==> config.mk <==
export PLATFORM = sky130hd
export DESIGN_NAME = rcf_flags
export DESIGN_NICKNAME = d
export VERILOG_FILES = /design/src/hw/rcf_pkg.sv /design/src/hw/rcf_flags.sv /design/src/hw/rcf_sync2.sv
export VERILOG_INCLUDE_DIRS = /design/src /design/src/hw
export SDC_FILE = /design/constraint.sdc
export NUM_CORES = 1
export LEC_CHECK = 0
export BUFFER_PORTS_ARGS = -buffer_cell sky130_fd_sc_hd__buf_2
export CAP_MARGIN = 20
export CORE_ASPECT_RATIO = 0.8
export CORE_MARGIN = 2
export CORE_UTILIZATION = 51
export CTS_CLUSTER_DIAMETER = 60
export CTS_CLUSTER_SIZE = 24
export DETAILED_ROUTE_END_ITERATION = 16
export HOLD_SLACK_MARGIN = 0.06
export PLACE_DENSITY = 0.75
export SYNTH_ARGS = -nofsm -noshare
export SYNTH_HDL_FRONTEND = slang
export SYNTH_SLANG_ARGS = --single-unit
export TNS_END_PERCENT = 20
==> constraint.sdc <==
create_clock -name ref_clk -period 2.2 [get_ports ref_clk]
set_input_delay 0.22 -clock ref_clk [delete_from_list [all_inputs] [get_ports ref_clk]]
set_output_delay 0.22 -clock ref_clk [all_outputs]
set_load 0.05 [all_outputs]
==> src/hw/rcf_consts.svh <==
`ifndef RCF_CONSTS_SVH
`define RCF_CONSTS_SVH

// ==========================================
// register layout
`define RCF_FLAG_W 8
`define RCF_SRC_N 5
`define RCF_FLAGS_RST 8'h00
`define RCF_SRC_PAD 3'h0

// ==========================================
// flag positions, one per internal reset source
`define RCF_BIT_WDOG 0
`define RCF_BIT_IAW 1
`define RCF_BIT_RAMPAR 2
`define RCF_BIT_ILLOP 3
`define RCF_BIT_VDET 4

// ==========================================
// core reset stretch
`define RCF_CLK_MHZ 40
`define RCF_HOLD_NS 400
`define RCF_HOLD_CYC ((`RCF_HOLD_NS * `RCF_CLK_MHZ + 999) / 1000)
`define RCF_CNT_W 5
`define RCF_CNT_ZERO 5'h00
`define RCF_PIN_IDLE 1'h1

`endif

==> src/hw/rcf_pkg.sv <==
`include "rcf_consts.svh"

// ==========================================
// shared types
package rcf_pkg;
	// sequencer states
	typedef enum logic [1:0] {
		RCF_ST_RUN = 2'b00,
		RCF_ST_HOLD = 2'b01,
		RCF_ST_PIN = 2'b10
	} rcf_state_t;

	typedef logic [`RCF_FLAG_W-1:0] rcf_flags_t;
	typedef logic [`RCF_SRC_N-1:0] rcf_src_t;
	typedef logic [`RCF_CNT_W-1:0] rcf_cnt_t;
endpackage : rcf_pkg

==> src/hw/rcf_flags.sv <==
`timescale 1ns/1ps
`include "rcf_consts.svh"

// Behaviour
// - a software read while the core runs and the pin is high returns the flags, then clears every flag not set by a new internal reset in the same cycle
// - each internal reset sets the flag belonging to its own source
// - unread flags from earlier internal resets stay set beside the new one
// - the illicit access flag is set only by an illicit memory access reset
module rcf_flags (
	input wire logic ref_clk,
	input wire logic reset,
	input wire logic ext_reset_pin_n,
	input wire logic [`RCF_SRC_N-1:0] cause_req,
	input wire logic flags_rd,
	output logic [`RCF_FLAG_W-1:0] flags_rd_data,
	output logic flags_rd_valid,
	output logic [`RCF_FLAG_W-1:0] reset_cause_flags,
	output logic illicit_access_reset_flag,
	output logic core_reset
);

	// ==========================================
	// helpers

	// rising edge of each request line
	function automatic rcf_pkg::rcf_src_t rcf_rise(
		input rcf_pkg::rcf_src_t cur,
		input rcf_pkg::rcf_src_t prev
	);
		rcf_rise = cur & ~prev;
	endfunction : rcf_rise

	// place source events on their flag positions
	function automatic rcf_pkg::rcf_flags_t rcf_place(
		input rcf_pkg::rcf_src_t src
	);
		rcf_pkg::rcf_flags_t f;
		f = `RCF_FLAGS_RST;
		f[`RCF_BIT_WDOG] = src[`RCF_BIT_WDOG];
		f[`RCF_BIT_IAW] = src[`RCF_BIT_IAW];
		f[`RCF_BIT_RAMPAR] = src[`RCF_BIT_RAMPAR];
		f[`RCF_BIT_ILLOP] = src[`RCF_BIT_ILLOP];
		f[`RCF_BIT_VDET] = src[`RCF_BIT_VDET];
		rcf_place = f;
	endfunction : rcf_place

	// ==========================================
	// declarations
	rcf_pkg::rcf_state_t state_r;
	rcf_pkg::rcf_state_t state_nxt;
	rcf_pkg::rcf_cnt_t cnt_r;
	rcf_pkg::rcf_cnt_t cnt_nxt;
	rcf_pkg::rcf_flags_t flags_r;
	rcf_pkg::rcf_flags_t flags_nxt;
	rcf_pkg::rcf_flags_t rd_data_r;
	rcf_pkg::rcf_src_t cause_q_r;
	logic rd_valid_r;
	logic core_reset_r;
	logic iaw_r;
	logic pin_n_s;
	logic pin_low;
	logic [`RCF_SRC_N-1:0] cause_rise;
	logic any_cause;
	logic rd_take;
	logic cnt_done;
	rcf_pkg::rcf_flags_t set_vec;
	rcf_pkg::rcf_flags_t keep_vec;

	// ==========================================
	// pin synchronisation
	rcf_sync2 u_pin_sync (
		.ref_clk(ref_clk),
		.reset(reset),
		.pin_in(ext_reset_pin_n),
		.pin_sync(pin_n_s)
	);

	assign pin_low = ~pin_n_s;

	// ==========================================
	// internal reset source events

	// remember last request levels for edge detection
	always_ff @(posedge ref_clk or posedge reset) begin
		if (reset) begin
			cause_q_r <= `RCF_SRC_N'(0);
		end else begin
			cause_q_r <= cause_req;
		end
	end

	// one event per new request, any number at once
	assign cause_rise = rcf_rise(cause_req, cause_q_r);
	assign any_cause = |cause_rise;

	// ==========================================
	// read decode

	// reads count only while the core runs
	assign rd_take = flags_rd && (state_r == rcf_pkg::RCF_ST_RUN) && !pin_low;

	// ==========================================
	// flag update

	// illicit flag only from its own source line
	assign set_vec = rcf_place(cause_rise);

	assign keep_vec = rd_take ? `RCF_FLAGS_RST : flags_r;

	// pin clears all
	// set wins over the read clear, the pin wins over everything
	assign flags_nxt = pin_low ? `RCF_FLAGS_RST : (keep_vec | set_vec);

	always_ff @(posedge ref_clk or posedge reset) begin
		if (reset) begin
			flags_r <= `RCF_FLAGS_RST;
		end else begin
			flags_r <= flags_nxt;
		end
	end

	// ==========================================
	// read data capture

	always_ff @(posedge ref_clk or posedge reset) begin
		if (reset) begin
			rd_data_r <= `RCF_FLAGS_RST;
			rd_valid_r <= 1'b0;
		end else begin
			rd_valid_r <= rd_take;
			if (rd_take) begin
				rd_data_r <= flags_r;
			end
		end
	end

	// ==========================================
	// core reset sequencer

	assign cnt_done = (cnt_r == `RCF_CNT_ZERO);

	// next state: pin holds the core, a cause stretches a reset pulse
	always_comb begin
		state_nxt = state_r;
		cnt_nxt = cnt_r;
		unique case (state_r)
			rcf_pkg::RCF_ST_RUN: begin
				if (pin_low) begin
					state_nxt = rcf_pkg::RCF_ST_PIN;
				end else if (any_cause) begin
					state_nxt = rcf_pkg::RCF_ST_HOLD;
					cnt_nxt = `RCF_CNT_W'(`RCF_HOLD_CYC - 1);
				end
			end
			rcf_pkg::RCF_ST_HOLD: begin
				if (pin_low) begin
					state_nxt = rcf_pkg::RCF_ST_PIN;
				end else if (any_cause) begin
					cnt_nxt = `RCF_CNT_W'(`RCF_HOLD_CYC - 1);
				end else if (cnt_done) begin
					state_nxt = rcf_pkg::RCF_ST_RUN;
				end else begin
					cnt_nxt = cnt_r - `RCF_CNT_W'(1);
				end
			end
			rcf_pkg::RCF_ST_PIN: begin
				// stretch again once the pin rises
				if (!pin_low) begin
					state_nxt = rcf_pkg::RCF_ST_HOLD;
					cnt_nxt = `RCF_CNT_W'(`RCF_HOLD_CYC - 1);
				end
			end
			default: begin
				state_nxt = rcf_pkg::RCF_ST_HOLD;
				cnt_nxt = `RCF_CNT_W'(`RCF_HOLD_CYC - 1);
			end
		endcase
	end

	// state, counter and registered core reset
	always_ff @(posedge ref_clk or posedge reset) begin
		if (reset) begin
			state_r <= rcf_pkg::RCF_ST_PIN;
			cnt_r <= `RCF_CNT_ZERO;
			core_reset_r <= 1'b1;
		end else begin
			state_r <= state_nxt;
			cnt_r <= cnt_nxt;
			core_reset_r <= (state_nxt != rcf_pkg::RCF_ST_RUN);
		end
	end

	// ==========================================
	// illicit access output

	always_ff @(posedge ref_clk or posedge reset) begin
		if (reset) begin
			iaw_r <= 1'b0;
		end else begin
			iaw_r <= flags_nxt[`RCF_BIT_IAW];
		end
	end

	// ==========================================
	// outputs
	assign flags_rd_data = rd_data_r;
	assign flags_rd_valid = rd_valid_r;
	assign reset_cause_flags = flags_r;
	assign illicit_access_reset_flag = iaw_r;
	assign core_reset = core_reset_r;

endmodule : rcf_flags

==> src/hw/rcf_sync2.sv <==
`timescale 1ns/1ps
`include "rcf_consts.svh"

// ==========================================
// two flop synchroniser for the reset pin
module rcf_sync2 (
	input wire logic ref_clk,
	input wire logic reset,
	input wire logic pin_in,
	output logic pin_sync
);
	logic meta_r;
	logic sync_r;

	// first stage feeds only the second stage
	always_ff @(posedge ref_clk or posedge reset) begin
		if (reset) begin
			meta_r <= `RCF_PIN_IDLE;
			sync_r <= `RCF_PIN_IDLE;
		end else begin
			meta_r <= pin_in;
			sync_r <= meta_r;
		end
	end

	assign pin_sync = sync_r;
endmodule : rcf_sync2

# Word level (Yosys, flattened, before mapping)
# Cells that the tools add are included.
# classes
n_addsub	1
muxes	16
n_reduce_logical	7
n_eq_ne	7
n_bitwise	3
# ops
operator	n
5-bit 2-to-1 mux	6
8-bit 2-to-1 mux	2
5-bit case mux with 3 select lines	1
2-bit 2-to-1 mux	6
8-bit by 5-bit bitwise OR with 8-bit output	1
2-bit by 1-bit inequality test with 1-bit output, second input constant	3
2-bit case mux with 3 select lines	1
5-bit bitwise AND	1
5-bit zero test	1
5-bit NOT	1
5-bit AND reduction	1
5-bit OR reduction	1
5-bit by 1-bit subtractor with 5-bit output, second input constant	1
3-bit inequality test, second input constant	1
2-bit by 1-bit == test with 1-bit output, second input constant	1
2-bit == test, second input constant	1
1-bit logical AND	2
2-bit zero test	1
2-bit inequality test, second input constant	1
2-bit nonzero test	1
# totals
register_bits	33
elab_cells	44
input_bits	9
out_inout_bits	19

# Longest topological paths before layout
# Gate-level depths: netlist of the first run.
# logic_depth
depth_word	7
mapped_depth	6
ltp_nobuf	6

# Cells and area by module
# From an unflattened synthesis of the first run, not the netlist that was laid out.
# unflattened
cells_unflattened	105
hier_area_um2	1132.3
# by_module_without_submodules
module	cells_per_inst	n_inst	seq_area_each_um2	area_per_inst_um2
rcf_flags	102	1	603.1	1076.0
rcf_sync2	3	1	52.6	56.3

# Worst setup path after synthesis of the first run
# Ideal clock, no wire load.
# synth_path
path_kind	register to register
from	reg cnt_r[0]
to	reg core_reset_r, in the netlist core_reset
required_time_ns	2.114
setup_time_ns	0.086
path_buffers	0
path_slack_ns	0.458
period_less_slack_ns	1.742
path_stages_with_launch	6
arrival_time_ns	1.657
cell_sequence	dfrtp_1 > inv_1 > ha_1 > or4b_1 > or2_1 > a2111o_1
# synth_via
elab_chain_len	6
# synth_lines
item	line	source
start, declared	rcf_flags.sv:51	rcf_pkg::rcf_cnt_t cnt_r;
start signal, assigned	rcf_flags.sv:184	cnt_r <= `RCF_CNT_ZERO;
start signal, assigned	rcf_flags.sv:188	cnt_r <= cnt_nxt;
5-bit zero test (no source line)	-	
2-bit 2-to-1 mux	rcf_flags.sv:160	end else if (cnt_done) begin
2-bit 2-to-1 mux	rcf_flags.sv:158	end else if (any_cause) begin
2-bit 2-to-1 mux	rcf_flags.sv:156	if (pin_low) begin
2-bit case mux with 3 select lines	rcf_flags.sv:146	unique case (state_r)
2-bit nonzero test	rcf_flags.sv:189	core_reset_r <= (state_nxt != rcf_pkg::RCF_ST_RUN);
end signal, assigned	rcf_flags.sv:189	
end, declared	rcf_flags.sv:58	logic core_reset_r;
# Every way passes these cells.
# A chain may end at the register's enable or synchronous reset.

# Worst setup path in the final report of the first run
# layout_path
from	in cause_req[4]
to	reg cnt_r[3]
# layout_via
elab_chain_len	5
word_cells_on_any_way	8
cone_classes	eq/ne: 2; mux: 3; bitwise: 1; reduce/logical: 2
# layout_lines
item	line	source
start, declared	rcf_flags.sv:13	input wire logic [`RCF_SRC_N-1:0] cause_req,
5-bit bitwise AND *	rcf_flags.sv:30	rcf_rise = cur & ~prev;
5-bit OR reduction *	rcf_flags.sv:94	assign any_cause = |cause_rise;
5-bit 2-to-1 mux	rcf_flags.sv:158	
5-bit 2-to-1 mux	rcf_flags.sv:156	
5-bit case mux with 3 select lines	rcf_flags.sv:146	
# Mark *: on every way between the ends. The rest lies on a longest branch, timed or not. The select of a mux whose other input is x is not followed.

==> results of run 1 <==
-- power by group --
group / total (mW) / internal, mW / switching (mW) / leakage [nW]
registers: 0.544 / 0.519 / 0.0250 / 0.307
logic: 0.244 / 0.0586 / 0.186 / 0.338
clock network: 0.238 / 0.101 / 0.136 / 0.0210
-- state kept, by name, indices dropped and copies added (netlist names) --
register	flops
state_r	2
cause_q_r	5
flags_rd_valid	1
u_pin_sync.pin_sync	1
core_reset	1
reset_cause_flags	5
flags_rd_data	5
u_pin_sync.meta_r	1
cnt_r	5
-- tightest hold or removal path, cell delays in order --
cell	delay, ns
sky130_fd_sc_hd__dlygate4sd3_1	0.53
sky130_fd_sc_hd__buf_2	0.12
sky130_fd_sc_hd__inv_1	0.16
-- metrics by stage --
step / instance area (µm²) / instances / utilization (%)
floorplan: 1130 / 108 / -
global placement: 1220 / 146 / 57.9
detailed placement: 1220 / 146 / 57.9
CTS: 1320 / 157 / 62.9
global route: 1320 / 157 / 62.9
finish: 1320 / 157 / 62.9
-- area by class of cell --
class,count,share of cell area (%)
sequential,26,49.6
timing repair buffer,29,13.8
tap,25,2.37
inverter,6,1.70
multi-input combinational,67,29.8
clock buffer,4,2.74
-- logic make-up after synthesis --
group / Yosys count / share of synthesized area [%]
AO/OA/AOI/OAI: 18 / 11.5
adder cells (fa/ha/maj): 2 / 2.25
buffers and inverters: 15 / 7.42
flip-flops: 26 / 58.9
other: 1 / 0.337
AND/OR/NAND/NOR: 41 / 19.7
-- synthesized netlist by cell type (2+ instances only) --
cell type / count / area [µm²]
sky130_fd_sc_hd__ha_1: 2 / 25.0
sky130_fd_sc_hd__clkbuf_1: 2 / 7.51
sky130_fd_sc_hd__a21oi_1: 4 / 20.0
sky130_fd_sc_hd__nor3_1: 2 / 10.0
sky130_fd_sc_hd__nor4b_1: 2 / 17.5
sky130_fd_sc_hd__dfstp_2: 4 / 105
sky130_fd_sc_hd__a21boi_0: 2 / 15.0
sky130_fd_sc_hd__nor2b_1: 6 / 37.5
sky130_fd_sc_hd__dfrtp_1: 22 / 551
sky130_fd_sc_hd__nand2_1: 21 / 78.8
sky130_fd_sc_hd__inv_1: 6 / 22.5
sky130_fd_sc_hd__o21ai_0: 2 / 10.0
sky130_fd_sc_hd__buf_4: 7 / 52.6
sky130_fd_sc_hd__a32oi_1: 2 / 17.5
sky130_fd_sc_hd__nand2b_1: 3 / 18.8
-- timing repair --
item                                   CTS  global route
hold buffers                             7             0
endpoints found under the hold margin   11             0
setup endpoints to repair                0             0
-- path summary, 6_finish.rpt --
kind	start	to	slack, ns	cells past startpoint
max in group asynchronous	reset	core_reset	1.31	4
min in group ref_clk	u_pin_sync.meta_r	u_pin_sync.pin_sync	0.37	0
setup reg to reg	cnt_r[0]	cnt_r[3]	0.30	6
setup / recovery	cause_req[4]	cnt_r[3]	0.16	6
hold / removal	reset	cause_q_r[2]	0.32	3
hold reg to reg	u_pin_sync.meta_r	u_pin_sync.pin_sync	0.37	0
-- routing by layer --
metal,vias up,wire [µm]
met5,-,0
met4,0,34
met3,4,125
met2,28,993
met1,396,896
li1,399,-
==> out/summary.md, run 1 <==
## GRT
• **global-route wire length before repair** 3650 µm
• **layer with the highest usage** met2
• **largest net degree at the start of global routing** 22
• **initial antenna violation count** 0
• **combined global-route utilization of all metal layers** 19.2%
• **Global Route met1 Usage** 22.5%
• **remaining global-route overflow** 0
• **GR met2 Demand/Resource** 34.1%
• **vias in the first global route** 817
• **met3 track utilization from global routing** 6.53%

## Yosys
• **share of synthesized registers carrying an async set or reset** 100%
• **Syn Inst Count** 103
• **number of warning messages in the yosys log** 0
• **proportion of synthesized chip area in sequential cells** 58.9%
• **Unique masters post-synth** 31
• **main flop type after synthesis** sky130_fd_sc_hd__dfrtp_1
• **Post-Synthesis Mean Instance Area** 10.8 µm²
• **Syn Std Cell Area** 1110 µm²
• **number of register bits inferred by synthesis** 26
• **Post-synth EDFFs** 0

## Routing
• **1st-iter DRT viols** 18
• **DRC Markers** 0
• **Vias** 827
• **post-detailed-routing wire length** 2050 µm
• **ratio of routed vias to standard cells** 5.27
• **Final ANT Viol Nets** 0
• **number of iterations in the first detailed-routing pass** 4
• **routed len/inst** 13.1 µm

## Die
• **ports placed on the boundary** 28
• **Std-Cell Core Area** 2100 µm²
• **starting density of the core** 53.0%
• **floorplan die area** 2580 µm²
• **Die Span Y** 45.8 µm
• **die span in x** 56.2 µm
• **number of rows in the core area** 15

## Critical path
• **slowest library cell on the worst path** sky130_fd_sc_hd__or4_1
• **CP delay by family, top** simple AND/OR/NAND/NOR gates
• **required time of the critical path** 2.40 ns
• **cell chain of the critical path** dlygate4sd3_1 -> buf_2 -> nor2b_1 -> or4_1 -> nor4b_1 -> o22ai_1
• **CP peak stage delay** 0.66 ns
• **worst-path maximum fanout** 8
• **critical path endpoint category** flip-flop
• **buffers plus inverters on the worst setup path** 2
• **arrival time reported for the critical path endpoint** 2.24 ns
• **sort of element at the start of the critical path** input port
• **worst setup path class** in2reg

## Layout
• **area used by multi-input combinational logic** 394 µm²
• **share of post-route cells with drive strength above 1** 23.5%
• **area grow syn2layout** 18.8%
• **count of fill cells added during filler insertion** 178
• **sequential cell area in the final layout** 656 µm²
• **top library cells by usage in the layout, fill and taps aside** 22 x sky130_fd_sc_hd__dfrtp_1, 21 x sky130_fd_sc_hd__nand2_1, 21 x sky130_fd_sc_hd__buf_2
• **net count of the finished layout** 144
• **most common cell after layout, fill and taps aside** sky130_fd_sc_hd__dfrtp_1
• **antenna diode count** 0

## Power
• **power consumption** 1.03 mW
• **VDD IR max** 0.000525 V
• **Leakage Power** 0.666 nW
• **pwr/cell area** 776 nW/µm²

## Clocking
• **clock insertion delay at the later pin of the skew report** 0.32 ns
• **# H-tree levels** 1
• **Max Buffers Root-to-Sink** 2
• **buffer cell driving the clock tree root** sky130_fd_sc_hd__clkbuf_4
• **number of buffers inserted to repair setup after CTS** 0
• **Clock Pin Slew Worst Setup and Hold Paths** 0.13 ns
• **clock sink count** 26
• **TritonCTS clock tree** yes
• **post-cts sizing count** 0
• **cts bufs inserted** 3

## Placement
• **number of I/O port buffers** 21
• **placer congestion estimate** 0.845
• **worst slack at placement** 0.329 ns
• **half-perimeter wire length after detailed placement** 1470 µm

## STA
• **max-slew violation count** 0
• **smallest setup slack after layout** 0.162 ns
• **total negative slack** 0 ns
• **timing-limited maximum frequency** 0.491 GHz
• **final hold vios** 0
• **Post-Route Skew** 0.00479 ns
• **setup violation total in the final timing report** 0
• **crit share post-route** 92.6%
• **setup repair after global routing missed its margin** false
• **fin crit period** 2.04 ns
• **Post-Route Hold Slack** 0.322 ns

## Hold path
• **Hold/Removal Path Class** in2async

## Run
• **max-cap check violation count** 0

## Status
• **outcome** finished, final reports clean

Power figures use the tool's default switching activity.
==> inputs of run 2 (changes only) <==
- CORE_UTILIZATION: 51 -> 54
- CTS_BUF_LIST: not set -> sky130_fd_sc_hd__clkbuf_4
- PLACE_DENSITY: 0.75 -> 0.79
==> out/summary.md, run 2 (synthesis gave the netlist of run 1 again) <==
## Status
• **outcome** finished, final reports clean

## GRT
• **initial antenna violation count** 0, unchanged
• **remaining global-route overflow** 0, unchanged
• **vias in the first global route** 817, unchanged
• **global-route wire length before repair** 3710 µm, +1.5%
• **combined global-route utilization of all metal layers** 21.9%, +2.7 points
• **largest net degree at the start of global routing** 26, +18%

## Power
• **VDD IR max** 0.000597 V, +14%
• **pwr/cell area** 753 nW/µm², -2.9%
• **portion of total power attributed to the clock network** 19.6%, -3.6 points
• **share of total power in sequential cells** 55.5%, +2.5 points
• **Sw Ratio** 34.8%, +0.98 points
• **power consumption** 985 µW, -4.0%
• **Leakage Power** 0.658 nW, -1.1%
• **Internal Power** 642 µW, -5.5%
• **combinational share of power** 24.9%, +1.1 points
• **power spent charging and discharging nets** 343 µW, -1.3%

## Critical path
• **terminus of the critical flop-to-flop path** cnt_r[3]
• **R2R cell count** 6, unchanged
• **CP delay by family, top** simple AND/OR/NAND/NOR gates
• **sort of element at the start of the critical path** input port
• **CP peak stage delay** 0.66 ns, about the same
• **worst setup slack for register-to-register paths** 0.25 ns, -0.05 ns
• **worst setup path class** in2reg
• **startpoint of the worst register-to-register path** cnt_r[0]
• **cell chain of the critical path** dlygate4sd3_1 -> buf_2 -> nor2b_1 -> or4_1 -> nor4b_1 -> o22ai_1
• **buffers plus inverters on the worst setup path** 2, unchanged
• **worst-path maximum fanout** 8, unchanged
• **critical path endpoint category** flip-flop
• **slowest library cell on the worst path** sky130_fd_sc_hd__or4_1
• **required time of the critical path** 2.39 ns, about the same
• **arrival time reported for the critical path endpoint** 2.36 ns, +0.12 ns

## STA
• **crit share post-route** 98.8%, +6.1 points
• **setup violation total in the final timing report** 0, unchanged
• **total negative slack** 0 ns, unchanged
• **max-slew violation count** 0, unchanged
• **Post-Route Skew** 0.0123 ns, +0.00754 ns
• **final hold vios** 0, unchanged
• **fin crit period** 2.17 ns, +0.135 ns
• **timing-limited maximum frequency** 0.460 GHz, -6.2%
• **setup repair after global routing missed its margin** false

## Routing
• **1st-iter DRT viols** 22, +4
• **DRC Markers** 0, unchanged
• **Final ANT Viol Nets** 0, unchanged
• **routed len/inst** 14.3 µm, +9.3%
• **ratio of routed vias to standard cells** 5.25, -0.42%
• **number of iterations in the first detailed-routing pass** 4, unchanged
• **Vias** 813, -1.7%
• **post-detailed-routing wire length** 2210 µm, +7.9%

## Layout
• **top library cells by usage in the layout, fill and taps aside** 22 x sky130_fd_sc_hd__dfrtp_1, 21 x sky130_fd_sc_hd__nand2_1, 21 x sky130_fd_sc_hd__buf_2
• **area used by multi-input combinational logic** 394 µm², unchanged
• **most common cell after layout, fill and taps aside** sky130_fd_sc_hd__dfrtp_1
• **area grow syn2layout** 17.4%
• **share of post-route cells with drive strength above 1** 22.9%, -0.58 points
• **count of fill cells added during filler insertion** 160, -10%
• **antenna diode count** 0, unchanged
• **sequential cell area in the final layout** 656 µm², unchanged
• **net count of the finished layout** 144, unchanged

## Placement
• **placer congestion estimate** 0.905, +7.1%
• **half-perimeter wire length after detailed placement** 1640 µm, +12%
• **number of I/O port buffers** 21, unchanged

## Clocking
• **clock sink count** 26, unchanged
• **# H-tree levels** 1, unchanged
• **cts bufs inserted** 3, unchanged
• **post-cts sizing count** 0, unchanged
• **number of buffers inserted to repair setup after CTS** 0, unchanged
• **buffer cell driving the clock tree root** sky130_fd_sc_hd__clkbuf_4
• **Max Buffers Root-to-Sink** 2, unchanged
• **TritonCTS clock tree** yes
• **Clock Pin Slew Worst Setup and Hold Paths** 0.13 ns, about the same
• **clock insertion delay at the later pin of the skew report** 0.32 ns, about the same

## Die
• **Std-Cell Core Area** 1910 µm², -9.2%
• **ports placed on the boundary** 28, unchanged
• **starting density of the core** 58.3%, +5.3 points
• **die span in x** 54.8 µm, -2.6%
• **Die Span Y** 44.6 µm, -2.6%
• **floorplan die area** 2440 µm², -5.1%
• **number of rows in the core area** 14, -1

## Hold path
• **min-delay src** u_pin_sync.meta_r
• **Endpoint, Worst Hold** u_pin_sync.pin_sync
• **hold path depth** 0
• **Hold/Removal Path Class** reg2reg

## Run
• **max-cap check violation count** 0, unchanged

[run 2: cell count changes in the layout (fill, tap and decap cells not counted), sizes merged]
cell	delta
clkbuf	-1
[run 2: layer usage]
| metal | up-vias | wire, µm | track usage [%] |
|---|---|---|---|
| li1 | 393 | - | - |
| met1 | 379 | 906 | 27.9 |
| met2 | 37 | 1130 | 36.4 |
| met3 | 4 | 146 | 6.76 |
| met4 | 0 | 27 | 5.50 |
| met5 | - | 0 | 0 |
[run 2: layout make-up]
type                    count  share of cell area (%)
multi-input cells          67                    30.1
inverters                   6                    1.72
well taps                  24                    2.30
flip-flops and latches     26                    50.1
clock buffers               3                    1.72
repair buffers             29                    14.0
[run 2: metrics by stage]
step           utilization [%]  hold WS [ns]  worst slack (ns)  std cells  cell area, µm²
6_report                  68.5         0.370            0.0266        155            1310
5_1_grt                   68.5         0.378            0.0425        155            1310
4_1_cts                   68.5         0.375             0.119        155            1310
3_5_place_dp              63.6         0.254             0.337        145            1210
3_3_place_gp              63.6         0.231             0.398        145            1210
2_1_floorplan                -         0.224             0.458        108            1130
[run 2: worst reg2reg max path, cell delays in order (launching register included)]
cell and delay, ns:
sky130_fd_sc_hd__dfrtp_1 0.40, sky130_fd_sc_hd__inv_1 0.12, sky130_fd_sc_hd__ha_1 0.15, sky130_fd_sc_hd__or4b_1 0.44, sky130_fd_sc_hd__or2_1 0.27, sky130_fd_sc_hd__a311oi_1 0.33
sky130_fd_sc_hd__o22ai_1 0.13
[run 2: how the worst max path moves through the flow]
stage / start / to / slack (ns) / depth (start not counted)
after global placement: cause_req[4] / cnt_r[3] / 0.40 / 5
after CTS: cause_req[4] / cnt_r[3] / 0.12 / 6
after detailed placement: cnt_r[0] / cnt_r[3] / 0.34 / 6
after floorplan: cnt_r[0] / core_reset / 0.46 / 5
after global routing: cause_req[4] / cnt_r[3] / 0.04 / 6
final: cause_req[4] / cnt_r[3] / 0.03 / 6
[run 2: power by group through the flow]
stage | Clock [mW] | Combinational (mW) | Sequential [mW]
after floorplan | 0 | 0.0996 | 0.643
after global placement | 0 | 0.231 | 0.552
after detailed placement | 0 | 0.237 | 0.556
after CTS | 0.192 | 0.247 | 0.547
after global routing | 0.219 | 0.267 | 0.552
final | 0.193 | 0.246 | 0.547
[run 2: what timing repair did]
action,4_1_cts,5_1_grt
endpoints found under the hold margin,29,0
hold buffers,7,0
endpoints found under the setup margin,0,0
==> inputs of run 3 (changes only) <==
- BUFFER_PORTS_ARGS: -buffer_cell sky130_fd_sc_hd__buf_2 -> not set
- CORE_UTILIZATION: 54 -> 60
- DONT_BUFFER_PORTS: not set -> 1
- PLACE_DENSITY: 0.79 -> 0.74
==> out/summary.md, run 3 (synthesis gave the netlist of run 1 again) <==
## Status
• **outcome** finished, final reports clean

## Critical path
• **worst-path maximum fanout** 4, -4
• **critical path endpoint category** flip-flop
• **terminus of the critical flop-to-flop path** core_reset
• **sort of element at the start of the critical path** flip-flop
• **worst setup path class** reg2reg
• **worst setup slack for register-to-register paths** 0.30 ns, +0.05 ns
• **arrival time reported for the critical path endpoint** 2.15 ns, -0.21 ns
• **crit path from** cnt_r[0]
• **required time of the critical path** 2.45 ns, +0.06 ns
• **R2R cell count** 5, -1
• **Worst Setup EP** core_reset
• **startpoint of the worst register-to-register path** cnt_r[0]

## STA
• **Post-Route Skew** 0.00138 ns, -0.0110 ns
• **final hold vios** 0, unchanged
• **timing-limited maximum frequency** 0.525 GHz, +14%
• **max-slew violation count** 0, unchanged
• **setup repair after global routing missed its margin** false
• **total negative slack** 0 ns, unchanged
• **crit share post-route** 86.6%, -12 points
• **worst-case headroom to the max-slew limit** 64.9%
• **fin crit period** 1.90 ns, -0.269 ns
• **setup violation total in the final timing report** 0, unchanged
• **worst-margin pin slew** 0.527 ns

## Power
• **Leakage Power** 0.569 nW, -14%
• **power consumption** 951 µW, -3.5%
• **VDD IR max** 0.000466 V, -22%
• **pwr/cell area** 787 nW/µm², +4.5%

## Placement
• **number of I/O port buffers** 0, -100%
• **total placed cells including tap cells** 123, -15%
• **half-perimeter wire length after detailed placement** 1430 µm, -13%
• **placer congestion estimate** 0.856, -5.4%

## Routing
• **Final ANT Viol Nets** 0, unchanged
• **1st-iter DRT viols** 24, +9.1%
• **number of iterations in the first detailed-routing pass** 4, unchanged
• **post-detailed-routing wire length** 1980 µm, -11%
• **DRC Markers** 0, unchanged
• **Vias** 760, -6.5%
• **ratio of routed vias to standard cells** 5.71, +8.9%
• **routed len/inst** 14.9 µm, +4.2%

## Run
• **max-cap check violation count** 0, unchanged

## Layout
• **antenna diode count** 0, unchanged
• **most common cell after layout, fill and taps aside** sky130_fd_sc_hd__dfrtp_1
• **Post-Route Utilization** 71.4%, +2.9 points
• **area grow syn2layout** 8.43%
• **number of non-filler instances in the completed layout** 133, -14%
• **net count of the finished layout** 124, -14%
• **top library cells by usage in the layout, fill and taps aside** 22 x sky130_fd_sc_hd__dfrtp_1, 21 x sky130_fd_sc_hd__nand2_1, 7 x sky130_fd_sc_hd__dlygate4sd3_1
• **share of post-route cells with drive strength above 1** 9.01%, -14 points

## GRT
• **vias in the first global route** 726, -11%
• **global-route wire length before repair** 3310 µm, -11%
• **initial antenna violation count** 0, unchanged
• **combined global-route utilization of all metal layers** 21.1%, -0.83 points
• **remaining global-route overflow** 0, unchanged
• **largest net degree at the start of global routing** 27, +3.8%

## Clocking
• **Max Buffers Root-to-Sink** 2, unchanged
• **# H-tree levels** 1, unchanged
• **post-cts sizing count** 0, unchanged
• **number of buffers inserted to repair setup after CTS** 0, unchanged
• **buffer cell driving the clock tree root** sky130_fd_sc_hd__clkbuf_4
• **number of buffers inserted for hold repair after clock tree synthesis** 7, unchanged
• **cts bufs inserted** 3, unchanged
• **TritonCTS clock tree** yes
• **clock sink count** 26, unchanged
• **Clock Pin Slew Worst Setup and Hold Paths** 0.12 ns, about the same
• **clock insertion delay at the later pin of the skew report** 0.32 ns, about the same

## Die
• **Die Span Y** 42.5 µm, -4.7%
• **die span in x** 52.2 µm, -4.8%
• **Std-Cell Core Area** 1690 µm², -11%
• **ports placed on the boundary** 28, unchanged
• **starting density of the core** 65.8%, +7.5 points
• **floorplan die area** 2220 µm², -9.2%
• **number of rows in the core area** 13, -1

## Hold path
• **Hold/Removal Path Class** in2reg

run 3: cell types whose count changed in the layout (fill, tap and decap cells not counted):
cell,delta
sky130_fd_sc_hd__buf_2,-21
sky130_fd_sc_hd__buf_4,+1
run 3: power by group:
part	total (mW)	internal, mW	switching [mW]
clock network	0.190	0.0643	0.126
logic	0.122	0.0368	0.0853
registers	0.638	0.518	0.120
run 3: worst max-delay path, cell delays in order (launching register included):
cell                       delay, ns
sky130_fd_sc_hd__dfrtp_1        0.41
sky130_fd_sc_hd__inv_1          0.13
sky130_fd_sc_hd__ha_1           0.16
sky130_fd_sc_hd__or4b_1         0.44
sky130_fd_sc_hd__or2_1          0.26
sky130_fd_sc_hd__a2111o_1       0.44
run 3: layout make-up:
type | count | area (µm²)
clock buffers | 3 | 22.5
flip-flops and latches | 26 | 656
multi-input cells | 67 | 394
repair buffers | 9 | 85.1
inverters | 6 | 22.5
fillers | 119 | 484
well taps | 22 | 27.5
run 3: worst min-delay path by stage:
stage | depth (start not counted) | end | from | slack (ns)
3_3_place_gp | 2 | cause_q_r[1] | reset | 0.18
5_1_grt | 2 | reset_cause_flags[0] | cause_req[0] | 0.14
2_1_floorplan | 0 | u_pin_sync.meta_r | ext_reset_pin_n | 0.22
3_5_place_dp | 2 | cause_q_r[1] | reset | 0.18
4_1_cts | 2 | reset_cause_flags[3] | cause_req[3] | 0.12
6_report | 2 | reset_cause_flags[3] | cause_req[3] | 0.12
run 3: through the flow:
step	hold WS, ns	instance area (µm²)	setup WS [ns]
6_report	0.125	1210	0.296
3_5_place_dp	0.181	1110	0.320
2_1_floorplan	0.224	1130	0.458
4_1_cts	0.118	1210	0.296
3_3_place_gp	0.180	1110	0.401
5_1_grt	0.137	1210	0.195
run 3: per-layer routing:
metal,GRT usage (%),share of wire (%),up-vias
met2,30.4,45,34
met3,8.57,7.8,5
met1,28.0,45,362
met5,0,0,-
li1,-,-,359
met4,9.23,2.3,0
